### src/dpc_pkg.sv
// package: register map, field layout and carrier types of the dac path block
package dpc_pkg;

  // register indices; the byte address on the bus is four times the index
  localparam logic [7:0] IDX_HP_EN = 8'h0E;
  localparam logic [7:0] IDX_LINE_EN = 8'h0F;
  localparam logic [7:0] IDX_CONV_EN = 8'h12;
  localparam logic [7:0] IDX_DAC_CTL = 8'h21;
  localparam logic [7:0] IDX_HP_STAGE = 8'h5A;
  localparam logic [7:0] IDX_LINE_STAGE = 8'h5E;
  localparam logic [7:0] IDX_STATUS = 8'h60;

  // reset values
  localparam logic [15:0] RST_HP_EN = 16'h0000;
  localparam logic [15:0] RST_LINE_EN = 16'h0000;
  localparam logic [15:0] RST_CONV_EN = 16'h0000;
  localparam logic [15:0] RST_DAC_CTL = 16'h0000;
  localparam logic [15:0] RST_STAGE = 16'h0000;

  // left/right bit pair used by the amp and converter enable registers
  localparam int BIT_LEFT = 1;
  localparam int BIT_RIGHT = 0;

  // dac digital control fields
  localparam int BIT_MONO = 12;
  localparam int BIT_SLOPE = 11;
  localparam int BIT_OSR = 6;
  localparam int BIT_EMPHASIS_UNDO_SELECT_HI = 2;
  localparam int BIT_EMPHASIS_UNDO_SELECT_LO = 1;

  // stage register fields, left half then right half
  localparam int BIT_L_SHORT_REL = 7;
  localparam int BIT_L_OUT_STAGE = 6;
  localparam int BIT_L_MID_STAGE = 5;
  localparam int BIT_L_IN_STAGE = 4;
  localparam int BIT_R_SHORT_REL = 3;
  localparam int BIT_R_OUT_STAGE = 2;
  localparam int BIT_R_MID_STAGE = 1;
  localparam int BIT_R_IN_STAGE = 0;

  // status fields
  localparam int BIT_ST_SHORT_HPL = 0;
  localparam int BIT_ST_SHORT_HPR = 1;
  localparam int BIT_ST_SHORT_LNL = 2;
  localparam int BIT_ST_SHORT_LNR = 3;
  localparam int BIT_ST_MONO = 4;
  localparam int BIT_ST_STEREO = 5;

  localparam int SAMPLE_W = 16;

  typedef enum logic [1:0] {
    DPC_EMPHASIS_UNDO_SELECT_OFF, DPC_EMPHASIS_UNDO_SELECT_32K, DPC_EMPHASIS_UNDO_SELECT_44K1, DPC_EMPHASIS_UNDO_SELECT_48K
  } dpc_emphasis_undo_select_t;

  typedef enum logic {DPC_WB_IDLE, DPC_WB_ACK} dpc_wb_state_t;

  typedef struct packed {
    logic valid;
    logic signed [SAMPLE_W-1:0] left;
    logic signed [SAMPLE_W-1:0] right;
  } dpc_pair_t;

  typedef struct packed {
    logic ampOn;
    logic inputStageOn;
    logic midStageOn;
    logic outputStageOn;
    logic groundShort;
  } dpc_path_t;

endpackage

### src/dpc_mono_mix.sv
// module: stereo or attenuated mono sample routing towards the two converters
`timescale 1ns/1ps
module dpc_mono_mix (
  // clock and reset
  input wire logic sys_clk,
  input wire logic reset,
  // control
  input wire logic monoSelect,
  input wire logic leftConverterOn,
  input wire logic rightConverterOn,
  // samples
  input wire dpc_pkg::dpc_pair_t pairIn,
  output dpc_pkg::dpc_pair_t pairOut
);

  logic signed [dpc_pkg::SAMPLE_W:0] sum;
  logic signed [dpc_pkg::SAMPLE_W-1:0] half;
  logic oneOn;
  dpc_pkg::dpc_pair_t pairReg;

  // halving the sum is exactly -6 dB and can never clip
  assign sum = {pairIn.left[dpc_pkg::SAMPLE_W-1], pairIn.left}
             + {pairIn.right[dpc_pkg::SAMPLE_W-1], pairIn.right};
  assign half = sum[dpc_pkg::SAMPLE_W:1];
  assign oneOn = leftConverterOn ^ rightConverterOn;

  // one register stage; a disabled converter always gets silence
  always_ff @(posedge sys_clk or posedge reset) begin
    if (reset) begin
      pairReg <= '0;
    end else begin
      pairReg.valid <= pairIn.valid;
      if (monoSelect && oneOn) begin
        // mix goes only to the converter that is on
        pairReg.left <= leftConverterOn ? half : 16'h0000;
        pairReg.right <= rightConverterOn ? half : 16'h0000;
      end else begin
        // both on means stereo even with mono selected
        pairReg.left <= leftConverterOn ? pairIn.left : 16'h0000;
        pairReg.right <= rightConverterOn ? pairIn.right : 16'h0000;
      end
    end
  end

  assign pairOut = pairReg;
endmodule // dpc_mono_mix

### src/dpc_dac_path.sv
// module: dac path configuration registers, output enables and mono routing
//
// Behaviour
// - mono mode sums channels, attenuates 6 dB
// - mono mix only on the enabled converter
// - both converters on means stereo operation
// - mono select is bit 12, index 21h
// - de-emphasis bits 2:1 select off/32k/44.1k/48k
// - bit 11 selects sloping stopband filter
// - bit 6 doubles the oversampling ratio
// - left outputs from left, right from right
// - amp enables in 0Eh and 0Fh bits 1:0
// - outputs shorted to ground until released
`timescale 1ns/1ps
module dpc_dac_path (
  // clock and reset
  input wire logic sys_clk,
  input wire logic reset,
  // wishbone classic slave
  input wire logic wb_cyc_i,
  input wire logic wb_stb_i,
  input wire logic wb_we_i,
  input wire logic [9:0] wb_adr_i,
  input wire logic [3:0] wb_sel_i,
  input wire logic [31:0] wb_dat_i,
  output logic [31:0] wb_dat_o,
  output logic wb_ack_o,
  // sample stream
  input wire dpc_pkg::dpc_pair_t dacIn,
  output dpc_pkg::dpc_pair_t dacOut,
  // converter controls
  output dpc_pkg::dpc_emphasis_undo_select_t emphasisUndoSelect,
  output logic stopbandSlopeSelect,
  output logic oversampleDoubleSelect,
  output logic leftConverterOn,
  output logic rightConverterOn,
  // output driver controls
  output dpc_pkg::dpc_path_t hpLeftPath,
  output dpc_pkg::dpc_path_t hpRightPath,
  output dpc_pkg::dpc_path_t lineLeftPath,
  output dpc_pkg::dpc_path_t lineRightPath
);

  dpc_pkg::dpc_wb_state_t wbState_reg;
  logic [15:0] rdData_reg;
  logic [15:0] hpEn_reg;
  logic [15:0] lineEn_reg;
  logic [15:0] convEn_reg;
  logic [15:0] dacCtl_reg;
  logic [15:0] hpStage_reg;
  logic [15:0] lineStage_reg;
  logic [15:0] status;
  logic [7:0] regIdx;
  logic request;
  logic commit;

  // word index; the two low address bits are ignored, wb_sel_i picks the byte lanes
  assign regIdx = wb_adr_i[9:2];
  assign request = wb_cyc_i && wb_stb_i;
  // writes land on the edge where the master sees ack
  assign commit = request && wb_we_i && (wbState_reg == dpc_pkg::DPC_WB_ACK);

  // true for a committed write to the given index
  function automatic logic writeTo(input logic [7:0] idx);
    writeTo = commit && (regIdx == idx);
  endfunction

  // byte lane merge; only lanes 0 and 1 carry register bits
  function automatic logic [15:0] merge(input logic [15:0] old,
                                        input logic [15:0] mask);
    logic [15:0] nv;
    nv = old;
    if (wb_sel_i[0]) begin
      nv[7:0] = wb_dat_i[7:0];
    end
    if (wb_sel_i[1]) begin
      nv[15:8] = wb_dat_i[15:8];
    end
    merge = nv & mask;
  endfunction

  // implemented bits of each register; the rest read as zero
  localparam logic [15:0] MASK_PAIR = 16'h0003;
  localparam logic [15:0] MASK_CTL = 16'h1846;
  localparam logic [15:0] MASK_STAGE = 16'h00FF;

  // bus handshake: ack one cycle after the request, then drop
  always_ff @(posedge sys_clk or posedge reset) begin
    if (reset) begin
      wbState_reg <= dpc_pkg::DPC_WB_IDLE;
    end else begin
      unique case (wbState_reg)
        dpc_pkg::DPC_WB_IDLE: begin
          if (request) begin
            wbState_reg <= dpc_pkg::DPC_WB_ACK;
          end
        end
        dpc_pkg::DPC_WB_ACK: begin
          wbState_reg <= dpc_pkg::DPC_WB_IDLE;
        end
      endcase
    end
  end

  assign wb_ack_o = (wbState_reg == dpc_pkg::DPC_WB_ACK) && request;

  // read data captured with the request; unmapped words read zero
  always_ff @(posedge sys_clk or posedge reset) begin
    if (reset) begin
      rdData_reg <= 16'h0000;
    end else if (request && wbState_reg == dpc_pkg::DPC_WB_IDLE) begin
      unique case (regIdx)
        dpc_pkg::IDX_HP_EN: rdData_reg <= hpEn_reg;
        dpc_pkg::IDX_LINE_EN: rdData_reg <= lineEn_reg;
        dpc_pkg::IDX_CONV_EN: rdData_reg <= convEn_reg;
        dpc_pkg::IDX_DAC_CTL: rdData_reg <= dacCtl_reg;
        dpc_pkg::IDX_HP_STAGE: rdData_reg <= hpStage_reg;
        dpc_pkg::IDX_LINE_STAGE: rdData_reg <= lineStage_reg;
        dpc_pkg::IDX_STATUS: rdData_reg <= status;
        default: rdData_reg <= 16'h0000;
      endcase
    end
  end

  assign wb_dat_o = {16'h0000, rdData_reg};

  // headphone and line amp enables
  always_ff @(posedge sys_clk or posedge reset) begin
    if (reset) begin
      hpEn_reg <= dpc_pkg::RST_HP_EN;
      lineEn_reg <= dpc_pkg::RST_LINE_EN;
    end else begin
      if (writeTo(dpc_pkg::IDX_HP_EN)) begin
        hpEn_reg <= merge(hpEn_reg, MASK_PAIR);
      end
      if (writeTo(dpc_pkg::IDX_LINE_EN)) begin
        lineEn_reg <= merge(lineEn_reg, MASK_PAIR);
      end
    end
  end

  // converter channel enables
  always_ff @(posedge sys_clk or posedge reset) begin
    if (reset) begin
      convEn_reg <= dpc_pkg::RST_CONV_EN;
    end else if (writeTo(dpc_pkg::IDX_CONV_EN)) begin
      convEn_reg <= merge(convEn_reg, MASK_PAIR);
    end
  end

  // dac digital control: mono, slope, oversampling, de-emphasis
  always_ff @(posedge sys_clk or posedge reset) begin
    if (reset) begin
      dacCtl_reg <= dpc_pkg::RST_DAC_CTL;
    end else if (writeTo(dpc_pkg::IDX_DAC_CTL)) begin
      dacCtl_reg <= merge(dacCtl_reg, MASK_CTL);
    end
  end

  // stage enables and short release; the order is software's job
  always_ff @(posedge sys_clk or posedge reset) begin
    if (reset) begin
      hpStage_reg <= dpc_pkg::RST_STAGE;
      lineStage_reg <= dpc_pkg::RST_STAGE;
    end else begin
      if (writeTo(dpc_pkg::IDX_HP_STAGE)) begin
        hpStage_reg <= merge(hpStage_reg, MASK_STAGE);
      end
      if (writeTo(dpc_pkg::IDX_LINE_STAGE)) begin
        lineStage_reg <= merge(lineStage_reg, MASK_STAGE);
      end
    end
  end

  // converter controls straight from the register bits
  assign emphasisUndoSelect = dpc_pkg::dpc_emphasis_undo_select_t'(
    dacCtl_reg[dpc_pkg::BIT_EMPHASIS_UNDO_SELECT_HI:dpc_pkg::BIT_EMPHASIS_UNDO_SELECT_LO]);
  assign stopbandSlopeSelect = dacCtl_reg[dpc_pkg::BIT_SLOPE];
  assign oversampleDoubleSelect = dacCtl_reg[dpc_pkg::BIT_OSR];
  assign leftConverterOn = convEn_reg[dpc_pkg::BIT_LEFT];
  assign rightConverterOn = convEn_reg[dpc_pkg::BIT_RIGHT];

  // driver paths; a cleared release bit keeps the pin on ground
  // no interlock against a bad order: the sequencer outside owns that
  assign hpLeftPath = '{
    ampOn: hpEn_reg[dpc_pkg::BIT_LEFT],
    inputStageOn: hpStage_reg[dpc_pkg::BIT_L_IN_STAGE],
    midStageOn: hpStage_reg[dpc_pkg::BIT_L_MID_STAGE],
    outputStageOn: hpStage_reg[dpc_pkg::BIT_L_OUT_STAGE],
    groundShort: !hpStage_reg[dpc_pkg::BIT_L_SHORT_REL]};
  assign hpRightPath = '{
    ampOn: hpEn_reg[dpc_pkg::BIT_RIGHT],
    inputStageOn: hpStage_reg[dpc_pkg::BIT_R_IN_STAGE],
    midStageOn: hpStage_reg[dpc_pkg::BIT_R_MID_STAGE],
    outputStageOn: hpStage_reg[dpc_pkg::BIT_R_OUT_STAGE],
    groundShort: !hpStage_reg[dpc_pkg::BIT_R_SHORT_REL]};
  assign lineLeftPath = '{
    ampOn: lineEn_reg[dpc_pkg::BIT_LEFT],
    inputStageOn: lineStage_reg[dpc_pkg::BIT_L_IN_STAGE],
    midStageOn: lineStage_reg[dpc_pkg::BIT_L_MID_STAGE],
    outputStageOn: lineStage_reg[dpc_pkg::BIT_L_OUT_STAGE],
    groundShort: !lineStage_reg[dpc_pkg::BIT_L_SHORT_REL]};
  assign lineRightPath = '{
    ampOn: lineEn_reg[dpc_pkg::BIT_RIGHT],
    inputStageOn: lineStage_reg[dpc_pkg::BIT_R_IN_STAGE],
    midStageOn: lineStage_reg[dpc_pkg::BIT_R_MID_STAGE],
    outputStageOn: lineStage_reg[dpc_pkg::BIT_R_OUT_STAGE],
    groundShort: !lineStage_reg[dpc_pkg::BIT_R_SHORT_REL]};

  // status word: shorts and the operating mode actually in force
  always_comb begin
    status = 16'h0000;
    status[dpc_pkg::BIT_ST_SHORT_HPL] = hpLeftPath.groundShort;
    status[dpc_pkg::BIT_ST_SHORT_HPR] = hpRightPath.groundShort;
    status[dpc_pkg::BIT_ST_SHORT_LNL] = lineLeftPath.groundShort;
    status[dpc_pkg::BIT_ST_SHORT_LNR] = lineRightPath.groundShort;
    status[dpc_pkg::BIT_ST_MONO] = dacCtl_reg[dpc_pkg::BIT_MONO]
      && (leftConverterOn ^ rightConverterOn);
    status[dpc_pkg::BIT_ST_STEREO] = leftConverterOn
      && rightConverterOn;
  end

  // sample routing, one cycle of latency
  dpc_mono_mix mixer (
    .sys_clk(sys_clk),
    .reset(reset),
    .monoSelect(dacCtl_reg[dpc_pkg::BIT_MONO]),
    .leftConverterOn(leftConverterOn),
    .rightConverterOn(rightConverterOn),
    .pairIn(dacIn),
    .pairOut(dacOut)
  );
endmodule // dpc_dac_path

### config.mk
export PLATFORM = sky130hd
export DESIGN_NAME = dpc_dac_path
export DESIGN_NICKNAME = d
export VERILOG_FILES = /design/src/dpc_pkg.sv /design/src/dpc_mono_mix.sv /design/src/dpc_dac_path.sv
export SDC_FILE = /design/constraint.sdc
export NUM_CORES = 1
export LEC_CHECK = 0
export BUFFER_PORTS_ARGS = -buffer_cell sky130_fd_sc_hd__buf_2
export CORE_MARGIN = 3
export CORE_UTILIZATION = 50
export DETAILED_ROUTE_END_ITERATION = 8
export MAX_ROUTING_LAYER = met4
export PLACE_DENSITY_LB_ADDON = 0.2
export SYNTH_ARGS = -nofsm -noshare
export SYNTH_HDL_FRONTEND = slang
export SYNTH_SLANG_ARGS = --single-unit
### constraint.sdc
create_clock -name sys_clk -period 3.35 [get_ports sys_clk]
set_input_delay 0.335 -clock sys_clk [delete_from_list [all_inputs] [get_ports sys_clk]]
set_output_delay 0.335 -clock sys_clk [all_outputs]
set_load 0.1 [all_outputs]
Yosys cells after proc, flatten, opt, wreduce, memory -nomap -nowiden
Index checks and enable logic that the tools add are counted.

operators by class
  add/sub/neg operators = 1
  multipliers = 0
  divide/modulo/power cells = 0
  magnitude comparators = 0
  equal/unequal tests = 7
  shift-type cells = 0
  muxes and demuxes = 8
  bitwise logic cells = 2
  reduce and logical (&&, ||, !) cells = 24

operators with widths
  operator                                                          number
  13-bit case mux with 7 select lines                               1
  16-bit two-way mux                                                4
  32-bit two-way mux                                                1
  8-bit by 7-bit == test with 1-bit output (second input constant)  3
  16-bit by 16-bit adder with 17-bit output                         1
  8-bit by 4-bit == test with 1-bit output (second input constant)  2
  2-bit AND reduction                                               7
  1-bit logical AND                                                 13
  8-bit by 5-bit == test with 1-bit output (second input constant)  1
  8-bit by 6-bit == test with 1-bit output (second input constant)  1
  1-bit logical NOT                                                 4
  1-bit case mux with 2 select lines                                1
  1-bit two-way mux                                                 1
  1-bit inverter                                                    1
  1-bit bitwise XOR                                                 1

word-level totals
  flip-flop bits (word level) = 77
  latch bits = 0
  RAM bits = 0
  memory bits (read-only) = 0
  output and inout bits = 92
  logic and storage cells = 54
  memories = 0

Longest topological paths before layout
  depth after elaboration = 5
  gate-level depth with buffers = 8

By module
From an unflattened synthesis, not the netlist that was laid out.

second synthesis, totals
  cells, all modules = 424
  area, all modules = 4,251.6 um^2

by module, submodules not included
  module        times used  cells an instance  area an instance (um^2)  sequential area each (um^2)
  dpc_mono_mix  1           232                2,148.3                  825.8
  dpc_dac_path  1           192                2,103.3                  950.9

Worst setup path before layout
OpenSTA, ideal clock, no wires.

  path kind = register -> register
  from = reg convEn_reg[0]
  to = reg mixer.pairReg, in the netlist mixer.pairOut[30]
  library setup time = 0.087 ns
  data arrival time = 2.418 ns
  path slack = 0.845 ns
  stages on the path, launching flop included = 8
  path buffers = 3
  cell sequence = dfrtp_1 -> ha_1 -> nand2_1 -> clkbuf_1 -> clkbuf_1 -> clkbuf_1 -> nand3_1 -> o211ai_1

on the way
  longest elaborated chain between the ends = 3

RTL lines
  what                      line                 RTL
  start: declaration        dpc_dac_path.sv:48   logic [15:0] convEn_reg;
  start signal: assignment  dpc_dac_path.sv:145  convEn_reg <= dpc_pkg::RST_CONV_EN;
  start signal: assignment  dpc_dac_path.sv:147  convEn_reg <= merge(convEn_reg, MASK_PAIR);
  1-bit bitwise XOR         dpc_mono_mix.sv:25   assign oneOn = leftConverterOn ^ rightConverterOn;
  1-bit logical AND         dpc_mono_mix.sv:33   if (monoSelect && oneOn) begin
  32-bit two-way mux        dpc_mono_mix.sv:33
  end: declaration          dpc_mono_mix.sv:19   dpc_pkg::dpc_pair_t pairReg;

No other way between the ends.
A chain may end at the register's enable or synchronous reset.

Final worst setup path
  from = in dacIn[4] (netlist name)
  to = reg mixer.pairReg, in the netlist mixer.pairOut[14]

on the way
  longest elaborated chain between the ends = 3

RTL lines
  what                                       line                RTL
  start: declaration                         dpc_dac_path.sv:29  input wire dpc_pkg::dpc_pair_t dacIn,
  16-bit by 16-bit adder with 17-bit output  dpc_mono_mix.sv:23  + {pairIn.right[dpc_pkg::SAMPLE_W-1], pairIn.right};
  16-bit two-way mux                         dpc_mono_mix.sv:36  pairReg.right <= rightConverterOn ? half : 16'h0000;
  32-bit two-way mux                         dpc_mono_mix.sv:33

No other way between the ends.

==> impl_metrics.tcl <==
set metrics [dict create \
    report.power.total_mw 2.24 \
    start_util_pct 53.3 \
    synth_area_um2 4250 \
    tightest_slew_ps 861 \
    arrival_ps 2320 \
    dr.pass1.iters 5 \
    drv_slew 0 \
    ir_drop_v 0.000240 \
    dpl.hpwl_um 8180 \
    status "finished, final reports clean" \
    synth-main-ff-cell "dfrtp_1" \
    max_cap_violations 0 \
    p_leak_nw 2.64 \
    power.share.switching_pct 31.1 \
    reg2reg_slack_ps 1280 \
    largest_reg_flops 33 \
    synth_top_area_share_pct 41.8 \
    drive_gt1_share_pct 31.7 \
    synth.distinct_cells 53 \
    die-width_um 98.2 \
    r2r-start "convEn_reg[1]" \
    post-route-util_pct 63.6 \
    use_met3_pct 5.29 \
    grt_pass1_vias 3764 \
    synth_top_cell_by_area "dfrtp_1" \
    fillers 721 \
    synth.area.top_cells "dfrtp_1, buf_4, mux2_2" \
    intPower_mw 1.54 \
    powerDensity_nw_per_um2 442 \
    cp_top_family "compound AO/OA/AOI/OAI gates" \
    postCtsHoldBufs 0 \
    seqPwrFrac_pct 38.9 \
    gr-total-overflow 0 \
    wl_per_cell_um 16.4 \
    detail-route-antenna-nets 0 \
    grt_setup_unrepaired "false" \
    critPathLaunchType "input pin" \
    crit_chain "buf_2, ha_1, a21o_1, and3_1, a2111oi_2, o21ai_0, nand4b_1, o211ai_1" \
    grt.met1_usage_pct 29.4 \
    syn_to_final_growth_pct 19.4 \
    hp-class "input pin to register" \
    place_ws_ps 908 \
    grt_use_total_pct 23.8 \
    clock_sinks 71 \
    nNetsFinal 657 \
    fin_tns_setup_ps 0 \
    ctsLongestPathBuffers 2 \
    layout_min_cycle_time_ps 2110 \
    startpoint "dacIn[4]" \
    finalHoldViolCount 0 \
    slew-limit-headroom_pct 42.5 \
    clk_pin_slew_worst_paths_ps 80 \
    antenna_found_initial 0 \
    crit_path_top_delay_cell "a2111oi_2" \
    root_buffer "clkbuf_8" \
    clkPwrFrac_pct 41.0 \
    clock_latency_ps 340 \
    yosys.cell_count.top_type "dfrtp_1" \
    synth.avg_cell_area_um2 9.59 \
    ys_top_cells_by_count "dfrtp_1, nand2_1, buf_4" \
    dp_cells 647 \
    finClkSkew_ps 14.6 \
    crit_path_max_fanout 5 \
    diodes 0 \
    busiest_layer "met2" \
    grt.met2_usage_pct 39.3 \
    switchingPower_mw 0.698 \
    row_count 32 \
    htreeDepth 3 \
    yosysWarnings 0 \
    grt_pass1_wl_um 18000 \
    drc 0 \
    crit_path_end_kind "register" \
    gp_congestion 0.853 \
    numCtsBuffers 9 \
    combPwrFrac_pct 20.1 \
    vias_per_cell 5.72 \
    synth_edf_count 0 \
    fin_crit_sh_pct 63.0 \
    syn-instance-count 443 \
    core_um2 7970 \
    cp_num_buf_inv 1 \
    drt-initial-drc-count 150 \
    post_cts_buffers 0 \
    drt-total-wl_um 10900 \
    instances_no_fill 663 \
    cts_tree "yes" \
    critPathKind "input pin to register" \
    min_from "dacIn[32]" \
    grt_max_degree 39 \
    ys_async_sr_fraction_pct 100 \
    finalWorstSetupSlack_ps 1240 \
    synth_seq_cells 71 \
    io_buffers 127 \
    vias 3790 \
    critical_path_required_ps 3550 \
    fmax_mhz 474 \
    finalSetupViolCount 0 \
    cts_resized 0 \
    yosysSeqAreaShare_pct 41.8 \
    ioPinCount 176 \
    die_h_um 98.2 \
    max_stage_delay_ps 530 \
    die_area_um2 9640 \
]
## layout make-up
type,instances,area (µm²),share of cell area [%]
repair buffers,132,673,13.3
multi-input cells,326,2160,42.7
well taps,102,128,2.52
inverters,16,60.1,1.18
flip-flops and latches,71,1780,35.0
clock buffers,9,124,2.44
clock inverters,7,145,2.86
## stage by stage
step | hold slack (ps) | instance area (µm²)
floorplan | 366 | 4330
global placement | 443 | 4800
detailed placement | 445 | 4800
CTS | 75.8 | 5070
global route | 71.3 | 5070
finish | 94.9 | 5070
## cell usage in the layout, fill, tap and decap left out, types with 11 or more instances in the layout
cell and n:
buf_2 127, dfrtp_1 71, nand2_1 38, a21oi_1 24
nor2_1 22, nand3_1 22, mux2_2 22, conb_1 22
o21ai_0 21, ha_1 16, inv_1 15, and3_1 12
and2_1 12, o211ai_1 11
## power by group through the flow
stage          registers (mW)  clock network, mW  logic, mW
2_1_floorplan           0.971                  0      0.287
5_1_grt                 0.873              0.976      0.486
4_1_cts                 0.872              0.938      0.450
3_3_place_gp            0.889                  0      0.443
6_report                0.872              0.918      0.451
3_5_place_dp            0.889                  0      0.448
## routing by layer
metal,vias up,routed length [µm],part of all wire (%)
met1,1843,4600,42
met3,6,779,7.2
li1,1785,-,-
met2,156,5470,50
met4,0,48,0.44
met5,-,0,0
## kinds of logic (layout without fill, tap and decap cells)
kind of cell / after synthesis / in the layout / synth area share, %
other cells: 1 / 22 / 0.0883
simple gates: 150 / 150 / 19.2
fa+ha+maj: 17 / 17 / 5.18
mux: 22 / 22 / 5.83
compound gates: 108 / 108 / 17.3
buf+inv: 67 / 164 / 9.10
xor+xnor: 7 / 7 / 1.44
flops: 71 / 71 / 41.8
## path summary, 6_finish.rpt
kind	to	cells past startpoint
worst max register to register	mixer.pairOut[3]	5
worst min register to register	rdData_reg[12]	2
min in group asynchronous	dacCtl_reg[6]	2
max in group asynchronous	mixer.pairOut[2]	3
worst min-delay path	mixer.pairOut[32]	1
worst max-delay path	mixer.pairOut[14]	8
Power figures use the tool's default switching activity.
